<file path="src/core/freq_meas_pkg.sv">
// constants, register map and field layout of the gated frequency counter
// assumes a 50 MHz system clock and a 32-bit apb register bus
package freq_meas_pkg;
  localparam int CLK_HZ = 50_000_000;
  localparam int SLOW_CLK_HZ = 32_768;
  localparam int SLOW_DIV_CYCLES = CLK_HZ / SLOW_CLK_HZ;
  localparam logic [10:0] SLOW_DIV_LAST = 11'(SLOW_DIV_CYCLES - 1);

  localparam int CNT_W = 18;
  localparam logic [CNT_W-1:0] CNT_MAX = 18'h3ffff;
  localparam logic [CNT_W-1:0] CNT_ZERO = 18'h00000;

  localparam int FAST_DIV_W = 14;
  localparam int SLOW_UNIT_W = 6;
  localparam logic [3:0] FAST_BASE_EXP = 4'hc;
  localparam logic [3:0] SLOW_BASE_EXP = 4'h4;
  localparam logic [1:0] PRESCALE_MAX = 2'h2;
  localparam logic [4:0] PERIOD_SPAN = 5'h10;

  localparam logic [11:0] OFS_CTRL = 12'h000;
  localparam logic [11:0] OFS_GATE_PERIOD = 12'h004;
  localparam logic [11:0] OFS_COUNT = 12'h008;
  localparam logic [11:0] OFS_STATUS = 12'h00c;
  localparam logic [11:0] OFS_IRQ_STATUS = 12'h010;
  localparam logic [11:0] OFS_IRQ_MASK = 12'h014;

  localparam int CTRL_CLEAR_BIT = 8;
  localparam int STAT_GATE_BIT = 0;
  localparam int STAT_OVF_BIT = 1;
  localparam logic [1:0] GATE_SRC_PIN = 2'h0;

  typedef struct packed {
    logic source_clock_select;
    logic divider_stage_select;
    logic [1:0] gate_prescale_select;
    logic gate_irq_edge_select;
    logic [1:0] gate_source_select;
    logic run;
  } timer1_control_t;

  localparam timer1_control_t CTRL_RESET = 8'h00;

  typedef struct packed {
    logic [3:0] gate_low_setting;
    logic [3:0] gate_high_setting;
  } gate_period_t;

  localparam gate_period_t PERIOD_RESET = 8'h00;

  typedef struct packed {
    logic overflow;
    logic gate_edge;
  } irq_bits_t;

  typedef enum logic [1:0] {
    GATE_IDLE = 2'b00,
    GATE_HIGH = 2'b01,
    GATE_LOW = 2'b11
  } gate_state_t;
endpackage

</file>
<file path="src/core/window_gate_gen.sv">
// internal window gate generator: high period then low period, repeating
// assumes a one-cycle prescale unit tick from a free-running divider
`timescale 1ns/10ps
module window_gate_gen (
  input wire logic i_mclk,
  input wire logic i_rst_n,
  input wire logic i_run,
  input wire logic i_unit_tick,
  input freq_meas_pkg::gate_period_t i_period,
  output logic o_gate
);
  import freq_meas_pkg::*;

  gate_state_t state_reg, state_next;
  logic [4:0] units_reg, units_next;

  always_comb begin
    state_next = state_reg;
    units_next = units_reg;
    if (!i_run) begin
      state_next = GATE_IDLE;
      units_next = PERIOD_SPAN;
    end else if (i_unit_tick) begin
      case (state_reg)
        GATE_IDLE: begin
          // first window waits for the divider RQ12
          state_next = GATE_HIGH;
          units_next = PERIOD_SPAN - {1'b0, i_period.gate_high_setting}; // RQ11
        end
        GATE_HIGH: begin
          if (units_reg <= 5'h1) begin
            state_next = GATE_LOW; // RQ10
            // low setting latched at the start of each low period RQ13
            units_next = PERIOD_SPAN - {1'b0, i_period.gate_low_setting}; // RQ11
          end else begin
            units_next = units_reg - 5'h1;
          end
        end
        GATE_LOW: begin
          if (units_reg <= 5'h1) begin
            state_next = GATE_HIGH; // RQ10
            units_next = PERIOD_SPAN - {1'b0, i_period.gate_high_setting};
          end else begin
            units_next = units_reg - 5'h1;
          end
        end
        default: begin
          state_next = GATE_IDLE;
          units_next = PERIOD_SPAN;
        end
      endcase
    end
  end

  always_ff @(posedge i_mclk or negedge i_rst_n) begin
    if (!i_rst_n) begin
      state_reg <= GATE_IDLE;
      units_reg <= PERIOD_SPAN;
    end else begin
      state_reg <= state_next;
      units_reg <= units_next;
    end
  end

  assign o_gate = (state_reg == GATE_HIGH);
endmodule

</file>
<file path="src/core/gated_frequency_measurement.sv">
// gated frequency measurement timer with apb registers and interrupt
// assumes event and gate pins synchronous to i_mclk, apb master on i_mclk
//
// Contract
// RQ1: count events only while window gate high
// RQ2: software selects external clock before measuring
// RQ3: gate source 00 selects external gate pin
// RQ4: interrupt on gate fall or both edges
// RQ5: software reads count in low, then clears
// RQ6: uncleared counter resumes from previous value
// RQ7: gate level readable as status flag
// RQ8: wrap 3ffff to 0 sets overflow flag
// RQ9: overflow flag held until counter clear
// RQ10: internal gate alternates high and low periods
// RQ11: period is (16 - setting) prescale units
// RQ12: first internal window may lag one unit
// RQ13: low setting change applies next low period
// RQ14: count falling edges of event AND gate
// RQ15: counter frozen while gate low
`timescale 1ns/10ps
module gated_frequency_measurement (
  input wire logic i_mclk,
  input wire logic i_rst_b,
  input wire logic i_psel,
  input wire logic i_penable,
  input wire logic i_pwrite,
  input wire logic [11:0] i_paddr,
  input wire logic [31:0] i_pwdata,
  output logic [31:0] o_prdata,
  output logic o_pready,
  output logic o_pslverr,
  input wire logic i_event_count_input,
  input wire logic i_external_gate_input,
  output logic o_timer1_interrupt
);
  import freq_meas_pkg::*;

  // reset release synchroniser
  logic rst_meta_reg, rst_sync_reg;
  logic rst_n;

  always_ff @(posedge i_mclk or negedge i_rst_b) begin
    if (!i_rst_b) begin
      rst_meta_reg <= 1'b0;
      rst_sync_reg <= 1'b0;
    end else begin
      rst_meta_reg <= 1'b1;
      rst_sync_reg <= rst_meta_reg;
    end
  end

  assign rst_n = rst_sync_reg;

  // register state
  timer1_control_t timer1_control_one_reg, timer1_control_one_next;
  gate_period_t gate_period_setting_reg, gate_period_setting_next;
  irq_bits_t irq_status_reg, irq_status_next;
  irq_bits_t irq_mask_reg, irq_mask_next;
  logic [CNT_W-1:0] count_result_value_reg, count_result_value_next;
  logic count_overflow_flag_reg, count_overflow_flag_next;
  logic [31:0] prdata_reg, prdata_next;
  logic pslverr_reg, pslverr_next;

  // counting state
  logic and_reg, and_next;
  logic gate_reg, gate_next;

  // dividers
  logic [10:0] slow_div_reg, slow_div_next;
  logic [FAST_DIV_W-1:0] fast_div_reg, fast_div_next;
  logic [SLOW_UNIT_W-1:0] slow_unit_reg, slow_unit_next;

  // combinational terms
  logic setup_phase, access_done, wr_access, rd_access;
  logic addr_mapped;
  logic clear_pulse;
  logic slow_tick;
  logic [1:0] prescale;
  logic [3:0] fast_exp, slow_exp;
  logic [FAST_DIV_W-1:0] fast_mask;
  logic [SLOW_UNIT_W-1:0] slow_mask;
  logic unit_tick;
  logic internal_gate;
  logic gate_now;
  logic and_now;
  logic count_edge;
  logic gate_rise, gate_fall;
  logic gate_irq_event;
  logic wrap_event;
  irq_bits_t irq_pending;
  logic [31:0] read_word;

  assign setup_phase = i_psel && !i_penable;
  assign access_done = i_psel && i_penable;
  assign wr_access = access_done && i_pwrite;
  assign rd_access = access_done && !i_pwrite;

  always_comb begin
    case (i_paddr)
      OFS_CTRL, OFS_GATE_PERIOD, OFS_COUNT, OFS_STATUS,
      OFS_IRQ_STATUS, OFS_IRQ_MASK: addr_mapped = 1'b1;
      default: addr_mapped = 1'b0;
    endcase
  end

  assign clear_pulse = wr_access && (i_paddr == OFS_CTRL) && i_pwdata[CTRL_CLEAR_BIT];

  // free-running internal divider, shared by the gate generator
  assign slow_tick = (slow_div_reg == SLOW_DIV_LAST);
  assign prescale = (timer1_control_one_reg.gate_prescale_select > PRESCALE_MAX) ?
                    PRESCALE_MAX : timer1_control_one_reg.gate_prescale_select;
  assign fast_exp = FAST_BASE_EXP + {2'h0, prescale};
  assign slow_exp = SLOW_BASE_EXP + {2'h0, prescale};
  assign fast_mask = FAST_DIV_W'((32'h1 << fast_exp) - 32'h1); // RQ11
  assign slow_mask = SLOW_UNIT_W'((32'h1 << slow_exp) - 32'h1); // RQ11

  always_comb begin
    if (timer1_control_one_reg.divider_stage_select) begin
      unit_tick = slow_tick && ((slow_unit_reg & slow_mask) == slow_mask);
    end else begin
      unit_tick = ((fast_div_reg & fast_mask) == fast_mask);
    end
  end

  always_comb begin
    fast_div_next = fast_div_reg + FAST_DIV_W'(1);
    slow_div_next = slow_tick ? 11'h000 : slow_div_reg + 11'h001;
    slow_unit_next = slow_tick ? slow_unit_reg + SLOW_UNIT_W'(1) : slow_unit_reg;
  end

  always_ff @(posedge i_mclk or negedge rst_n) begin
    if (!rst_n) begin
      fast_div_reg <= '0;
      slow_div_reg <= 11'h000;
      slow_unit_reg <= '0;
    end else begin
      fast_div_reg <= fast_div_next;
      slow_div_reg <= slow_div_next;
      slow_unit_reg <= slow_unit_next;
    end
  end

  window_gate_gen u_gate_gen (
    .i_mclk(i_mclk),
    .i_rst_n(rst_n),
    .i_run(timer1_control_one_reg.run),
    .i_unit_tick(unit_tick),
    .i_period(gate_period_setting_reg),
    .o_gate(internal_gate)
  );

  // gate selection and edge counting
  always_comb begin
    if (timer1_control_one_reg.gate_source_select == GATE_SRC_PIN) begin
      gate_now = timer1_control_one_reg.run && i_external_gate_input; // RQ3
    end else begin
      gate_now = timer1_control_one_reg.run && internal_gate;
    end
  end

  // events pass only with external source and gate high RQ1 RQ2
  assign and_now = i_event_count_input && gate_now && timer1_control_one_reg.source_clock_select;
  // falling edge of the and, a gate fall with event high counts once RQ14
  assign count_edge = and_reg && !and_now;
  assign gate_rise = !gate_reg && gate_now;
  assign gate_fall = gate_reg && !gate_now;
  assign gate_irq_event = gate_fall ||
                          (timer1_control_one_reg.gate_irq_edge_select && gate_rise); // RQ4
  assign wrap_event = count_edge && (count_result_value_reg == CNT_MAX);

  always_comb begin
    and_next = and_now;
    gate_next = gate_now;
    count_result_value_next = count_result_value_reg; // RQ15
    count_overflow_flag_next = count_overflow_flag_reg;
    if (clear_pulse) begin
      count_result_value_next = CNT_ZERO; // RQ5
      count_overflow_flag_next = 1'b0; // RQ9
    end else if (count_edge) begin
      count_result_value_next = count_result_value_reg + CNT_W'(1); // RQ6
    end
    if (wrap_event) begin
      count_overflow_flag_next = 1'b1; // RQ8
    end
  end

  always_ff @(posedge i_mclk or negedge rst_n) begin
    if (!rst_n) begin
      and_reg <= 1'b0;
      gate_reg <= 1'b0;
      count_result_value_reg <= CNT_ZERO;
      count_overflow_flag_reg <= 1'b0;
    end else begin
      and_reg <= and_next;
      gate_reg <= gate_next;
      count_result_value_reg <= count_result_value_next;
      count_overflow_flag_reg <= count_overflow_flag_next;
    end
  end

  // register read mux
  always_comb begin
    read_word = 32'h0000_0000;
    case (i_paddr)
      OFS_CTRL: read_word[7:0] = timer1_control_one_reg;
      OFS_GATE_PERIOD: read_word[7:0] = gate_period_setting_reg;
      OFS_COUNT: read_word[CNT_W-1:0] = count_result_value_reg;
      OFS_STATUS: begin
        read_word[STAT_GATE_BIT] = gate_reg; // RQ7
        read_word[STAT_OVF_BIT] = count_overflow_flag_reg;
      end
      OFS_IRQ_STATUS: read_word[1:0] = irq_status_reg;
      OFS_IRQ_MASK: read_word[1:0] = irq_mask_reg;
      default: read_word = 32'h0000_0000;
    endcase
  end

  // control and gate period registers
  always_comb begin
    timer1_control_one_next = timer1_control_one_reg;
    gate_period_setting_next = gate_period_setting_reg;
    if (wr_access) begin
      case (i_paddr)
        OFS_CTRL: timer1_control_one_next = i_pwdata[7:0];
        OFS_GATE_PERIOD: gate_period_setting_next = i_pwdata[7:0]; // RQ13
        default: gate_period_setting_next = gate_period_setting_reg;
      endcase
    end
  end

  always_ff @(posedge i_mclk or negedge rst_n) begin
    if (!rst_n) begin
      timer1_control_one_reg <= CTRL_RESET;
      gate_period_setting_reg <= PERIOD_RESET;
    end else begin
      timer1_control_one_reg <= timer1_control_one_next;
      gate_period_setting_reg <= gate_period_setting_next;
    end
  end

  // sticky interrupt bits; a read clears only the bits it returned,
  // so an event landing after the setup capture is not lost
  always_comb begin
    irq_mask_next = irq_mask_reg;
    irq_status_next = irq_status_reg;
    if (wr_access && (i_paddr == OFS_IRQ_MASK)) begin
      irq_mask_next = i_pwdata[1:0];
    end
    if (rd_access && (i_paddr == OFS_IRQ_STATUS)) begin
      irq_status_next = irq_status_reg & ~prdata_reg[1:0];
    end
    if (gate_irq_event) begin
      irq_status_next.gate_edge = 1'b1; // RQ4
    end
    if (wrap_event) begin
      irq_status_next.overflow = 1'b1;
    end
  end

  always_ff @(posedge i_mclk or negedge rst_n) begin
    if (!rst_n) begin
      irq_status_reg <= 2'h0;
      irq_mask_reg <= 2'h0;
    end else begin
      irq_status_reg <= irq_status_next;
      irq_mask_reg <= irq_mask_next;
    end
  end

  // apb answer captured in the setup cycle
  always_comb begin
    prdata_next = prdata_reg;
    pslverr_next = pslverr_reg;
    if (setup_phase) begin
      prdata_next = i_pwrite ? 32'h0000_0000 : read_word;
      pslverr_next = !addr_mapped;
    end
  end

  always_ff @(posedge i_mclk or negedge rst_n) begin
    if (!rst_n) begin
      prdata_reg <= 32'h0000_0000;
      pslverr_reg <= 1'b0;
    end else begin
      prdata_reg <= prdata_next;
      pslverr_reg <= pslverr_next;
    end
  end

  assign o_prdata = prdata_reg;
  assign o_pready = 1'b1;
  assign o_pslverr = access_done && pslverr_reg;
  // level interrupt while any unmasked sticky bit is set
  assign irq_pending = irq_status_reg & irq_mask_reg;
  assign o_timer1_interrupt = |irq_pending;
endmodule

</file>
<file path="config.mk">
export PLATFORM = sky130hd
export DESIGN_NAME = gated_frequency_measurement
export DESIGN_NICKNAME = d
export VERILOG_FILES = /design/src/core/freq_meas_pkg.sv /design/src/core/window_gate_gen.sv /design/src/core/gated_frequency_measurement.sv
export SDC_FILE = /design/constraint.sdc
export NUM_CORES = 1
export LEC_CHECK = 0
export BUFFER_PORTS_ARGS = -buffer_cell sky130_fd_sc_hd__buf_4
export CAP_MARGIN = 20
export CORE_ASPECT_RATIO = 1.5
export CORE_MARGIN = 2
export CORE_UTILIZATION = 55
export CTS_CLUSTER_DIAMETER = 100
export DETAILED_ROUTE_END_ITERATION = 10
export PLACE_DENSITY = 0.78
export SLEW_MARGIN = 5
export SYNTH_ARGS = -nofsm -noshare
export SYNTH_HDL_FRONTEND = slang
export SYNTH_SLANG_ARGS = --single-unit
export TNS_END_PERCENT = 20
</file>
<file path="constraint.sdc">
create_clock -name i_mclk -period 4.6 [get_ports i_mclk]
set_input_delay 0 -clock i_mclk [delete_from_list [all_inputs] [get_ports i_mclk]]
set_output_delay 0 -clock i_mclk [all_outputs]
set_load 0.03 [all_outputs]
</file>
After elaboration in Yosys (flattened, before gate mapping)

Index checks and enable logic that the tools add are counted.

Input bits: 51
Register bits: 114
Output and inout bits: 35
Word-level logic and storage cells: 123

Shift-type cells: 2
Bitwise logic cells: 5
Mux-type cells: 26
Reductions and logical operators: 38
Add/sub/neg operators: 11
Eq/ne operators: 14
Magnitude comparators: 2

Operators with widths:

| operator                | count |
|---|---|
| $mux W18                | 3 |
| $eq A12 B4 Y1 const B   | 2 |
| $eq A12 B5 Y1 const B   | 2 |
| $mux W5                 | 4 |
| $logic_and A1 B1 Y1     | 19 |
| $add A18 B1 Y18 const B | 1 |
| $eq A18 B18 Y1 const B  | 1 |
| $pmux W6 S3             | 1 |
| $pmux W5 S3             | 1 |
| $add A14 B1 Y14 const B | 1 |
| $and A14 B14 Y14        | 1 |
| $eq A14 B14 Y1          | 1 |
| $shl A1 B4 Y14 const A  | 1 |
| $sub A14 B1 Y14 const B | 1 |
| $eq A12 B3 Y1 const B   | 1 |
| $logic_not A12 Y1       | 1 |
| $mux W2                 | 6 |
| $pmux W2 S6             | 1 |
| $add A11 B1 Y11 const B | 1 |
| $eq A11 B11 Y1 const B  | 1 |
| $mux W11                | 1 |
| $mux W10                | 1 |
| $sub A5 B4 Y5 const A   | 2 |
| $reduce_bool A2 Y1      | 4 |
| other kinds (25)        | 40 |

Longest topological paths before layout

Word-level depth: 11
Depth in mapped cells: 8

Hierarchy

From an unflattened synthesis, not the netlist that was laid out.

Cell total of the unflattened synthesis: 485
Area total of the unflattened synthesis: 5,221.3 µm²

Modules (own cells, without submodules):

| module                      | instances | cells an instance | area each (µm²) |
|---|---|---|---|
| gated_frequency_measurement | 1         | 404               | 4,529.3 |
| window_gate_gen             | 1         | 81                | 691.9 |

Least setup slack after synthesis

OpenSTA, ideal clock, no wires.

Kind: reg2reg
Start point: register slow_div_reg[0]
End point: register u_gate_gen.state_reg[1]
Clock period less this slack: 1.864 ns
Setup time: 0.142 ns
Stages on the path, launching flop included: 9
Arrival time: 1.722 ns
Path slack: 2.736 ns
Cell sequence: dfrtp_1 > inv_1 > ha_1 > nand4b_1 > nor4_4 > nor3b_4 > or2_2 > buf_2 > o221ai_1

Word-level cells in the longest chain between the ends: 5

Ends and longest elaborated chain:

| item                        | line                               | RTL |
|---|---|---|
| from (decl)                 | gated_frequency_measurement.sv:69  | `logic [10:0] slow_div_reg, slow_div_next;` |
| from (signal assigned)      | gated_frequency_measurement.sv:138 | `slow_div_reg <= slow_div_next;` |
| $eq A11 B11 Y1              | gated_frequency_measurement.sv:109 | `assign slow_tick = (slow_div_reg == SLOW_DIV_LAST);` |
| $logic_and A1 B1 Y1         | gated_frequency_measurement.sv:119 | `unit_tick = slow_tick && ((slow_unit_reg & slow_mask) == slow_mask);` |
| $mux W1                     | gated_frequency_measurement.sv:118 | `if (timer1_control_one_reg.divider_stage_select) begin` |
| $ne A2 B1 Y1 (no line)      | -                                  |  |
| $reduce_and A3 Y1 (no line) | -                                  |  |
| to (signal assigned)        | window_gate_gen.sv:60              | `state_reg <= state_next;` |
| to (decl)                   | window_gate_gen.sv:14              | `gate_state_t state_reg, state_next;` |

Every way passes these cells.
A chain may end at the register's enable or synchronous reset.

Worst setup path in the final report

Start point: register slow_div_reg[0]
End point: register u_gate_gen.units_reg[4]

Word-level cells in the longest chain between the ends: 4

Ends and longest elaborated chain:

| item                   | line                               | RTL |
|---|---|---|
| $eq A11 B11 Y1         | gated_frequency_measurement.sv:109 |  |
| $logic_and A1 B1 Y1    | gated_frequency_measurement.sv:119 |  |
| $mux W1                | gated_frequency_measurement.sv:118 |  |
| $ne A2 B1 Y1 (no line) | -                                  |  |
| to (signal assigned)   | window_gate_gen.sv:61              | `units_reg <= units_next;` |
| to (decl)              | window_gate_gen.sv:15              | `logic [4:0] units_reg, units_next;` |

Every way passes these cells.

==> metrics.md <==
| Metric | Value |
|---|---|
| Outcome | completed |
| Vias | 3828 |
| Number of synthesized flops with an enable pin | 0 |
| Netlist cell types | 58 |
| P&R area growth vs syn | 15.22% |
| Largest net degree at the start of global routing | 61 |
| Mapped Area | 5081 um^2 |
| CTS tree | done |
| Pwr Density | 289.3 nW/um^2 |
| GRT Total Usage | 23.34% |
| Root Buffer | clkbuf_16 |
| Largest family of logic cells by synthesized area | simple AND/OR/NAND/NOR gates |
| Fillers | 724 |
| First-pass GRT wire length | 17860 um |
| Share of post-route cells with drive strength above 1 | 18.92% |
| MaxCap Viol Count | 0 |
| DRC | 0 |
| XOR/XNOR Fraction of Synth Area | 6.378% |
| Setup Viol. Count Final | 0 |
| Nets | 594 |
| Core Rows | 43 |
| RD Place Congestion | 0.8588 |
| Vias in the first global route | 3818 |
| Critical Path AT | 2.74 ns |
| Hold Crit Class | in2reg |
| Htree depth | 3 |
| # clock sinks | 100 |
| Clock Skew | 0.006324 ns |
| Seq cells post-synth | 100 |
| Register area share after synthesis | 49.27% |
| Worst Tran Pin Value | 0.8249 ns |
| Worst-Skew Late Latency | 0.35 ns |
| Post-cts sizing count | 0 |
| CP max FO | 16 |
| Syn_area_per_cell | 10.54 um^2 |
| ANT cells | 0 |
| I/O Pins | 86 |
| DRT Pass-1 Iters | 4 |
| PortBufs | 47 |
| Ys flop type | dfrtp_1 |
| Max VDD drop | 0.2152 mV |
| Starting DRT DRC Count | 182 |
| Top cells by area, synth | dfrtp_1 49%, xnor2_1 4.5%, mux2_2 4.4% |
| Detailed Place HPWL | 7474 um |
| Antenna-violating nets left | 0 |
| Fin crit share | 53.71% |
| Async S/R FF share, synth | 100.0% |
| Chip height | 121.7 um |
| Mux share of post-synthesis cell area | 7.363% |
| RSZ-0062 raised after global routing | false |
| Post-synthesis adder-cell area fraction | 2.216% |
| GRT overflow | 0 |
| Leak | 2.687 nW |
| Crit end category | flip-flop |
| Synth Area in Compound Gates | 12.68% |
| Synth top area share | 48.76% |
| Flop2flop setup slack | 2.13 ns |
| Fin cells | 651 |
| Synth area leader | dfrtp_1 |
| Total wire length | 10580 um |
| Mapped Cells | 482 |
| Simple-gate share of the synthesized area | 17.02% |
| Yosys synthesis warning count | 0 |
| Final setup TNS | 0 ns |
| Relative slew slack | 45.01% |
| Antenna violations before repair | 0 |
| Final min period | 2.471 ns |
| Starting density of the core | 55.88% |
| Clock slew at reported path FFs | 0.07 ns |
| Placed instance count | 624 |
| Die area | 10040 um^2 |
| Req. time, crit path | 4.87 ns |
| Wire per inst | 16.25 um |
| Total core area | 9092 um^2 |
| Max Transition Viols Final | 0 |
| Via density | 5.880 |
| Crit start category | flip-flop |
| Crit Path Category | reg2reg |
| Clock Path Buffers | 2 |
| Final Hold Fails | 0 |
| Die W | 82.48 um |
| TritonCTS Buffers | 9 |
| Max Fclk | 0.4048 GHz |
## what timing repair did
item | CTS | global route
setup buffers | 0 | 0
endpoints found under the hold margin | 22 | 0
hold buffers | 11 | 0
## final timing paths
check,start,endpoint,cells past startpoint
max in group asynchronous,rst_n,count_result_value_reg[3],1
min in group asynchronous,rst_n,fast_div_reg[9],0
worst min-delay path,i_paddr[4],pslverr_reg,3
worst min register to register,rst_meta_reg,rst_n,0
worst max register to register,slow_div_reg[0],u_gate_gen.units_reg[4],7
worst max-delay path,slow_div_reg[0],u_gate_gen.units_reg[4],7
## per-layer routing
metal  track usage [%]  routed length, um
met1             27.59               4152
met2             40.07               5765
met3             2.741                308
met4             13.23                355
met5                 0                  0
## cell usage in the layout, fill, tap and decap left out, types with 5 or more instances in the layout
master,count
clkbuf_16,9
nor3_1,11
nand3_1,22
and4_1,6
dlygate4sd3_1,11
a22o_1,17
and3_1,6
dfrtp_1,98
o21ai_0,20
xor2_1,11
xnor2_1,26
o31ai_1,5
ha_1,9
mux2i_1,9
a31oi_1,7
or3_1,11
inv_1,19
a21oi_1,21
conb_1,16
nand4_1,10
o22ai_1,6
nor2_1,33
buf_4,48
nand2_1,32
mux2_2,20
## Yosys cell counts, types with 2 or more instances
cell type  count
a21oi_1       21
a221o_1        2
a22o_1        17
a2bb2oi_1      3
a31oi_1        7
and2_1         3
and3_1         6
and4_1         6
buf_1          2
buf_2          2
buf_4         15
clkbuf_1      13
conb_1         2
dfrtp_1       99
ha_1           9
inv_1         19
mux2_2        20
mux2i_1        9
mux4_2         2
nand2_1       32
nand2b_1       3
nand3_1       22
nand4_1       10
nor2_1        33
nor2b_1        3
nor3_1        11
nor3b_1        3
nor3b_4        2
o21ai_0       20
o21bai_1       2
o22ai_1        6
o311ai_2       2
o31ai_1        5
or2_2          2
or3_1         11
xnor2_1       26
xor2_1        11
## per-stage QoR
stage / setup slack (ns) / power (W) / utilization, % / hold slack, ns / cell area (um^2)
4_1_cts: 2.124 / 0.001704 / 64.39 / 0.02797 / 5854
3_3_place_gp: 2.197 / 0.0009777 / 60.04 / -0.2175 / 5459
5_1_grt: 1.941 / 0.001740 / 64.39 / 0.07013 / 5854
3_5_place_dp: 2.139 / 0.0009796 / 60.04 / -0.2172 / 5459
6_report: 2.129 / 0.001694 / 64.39 / 0.06914 / 5854
2_1_floorplan: 1.610 / 0.0009576 / - / -0.2956 / 5134
## power by group
| group | switching [W] | leakage (nW) | internal (W) |
|---|---|---|---|
| Sequential | 0.0000111 | 1.32 | 0.000881 |
| Clock | 0.000336 | 0.141 | 0.000387 |
| Combinational | 0.0000483 | 1.23 | 0.0000295 |
## cells by family after synthesis
logic type	after synthesis
and+or+nand+nor	157
DFF	100
AOI/OAI and AO/OA	94
buffers and inverters	51
xor gates and xnor gates	37
muxes	32
adders and majority gates	9
other	2
## critical path, cell delays in order, from the launching register on
cell,delay [ns]
dfrtp_1,0.42
inv_1,0.07
ha_1,0.14
nand4b_1,0.15
nor4_4,0.64
nor3b_4,0.50
o22ai_1,0.15
a221o_1,0.32
## area by class of cell
cell class              count  area [um^2]  area share (%)
clock inverters             6        46.29          0.7908
well taps                 112        140.1           2.394
flip-flops and latches    100         2507           42.83
repair buffers             59        470.5           8.036
clock buffers              10        239.0           4.082
inverters                  19        71.32           1.218
multi-input cells         345         2380           40.65
No activity file was read; power rests on OpenSTA's default activity.
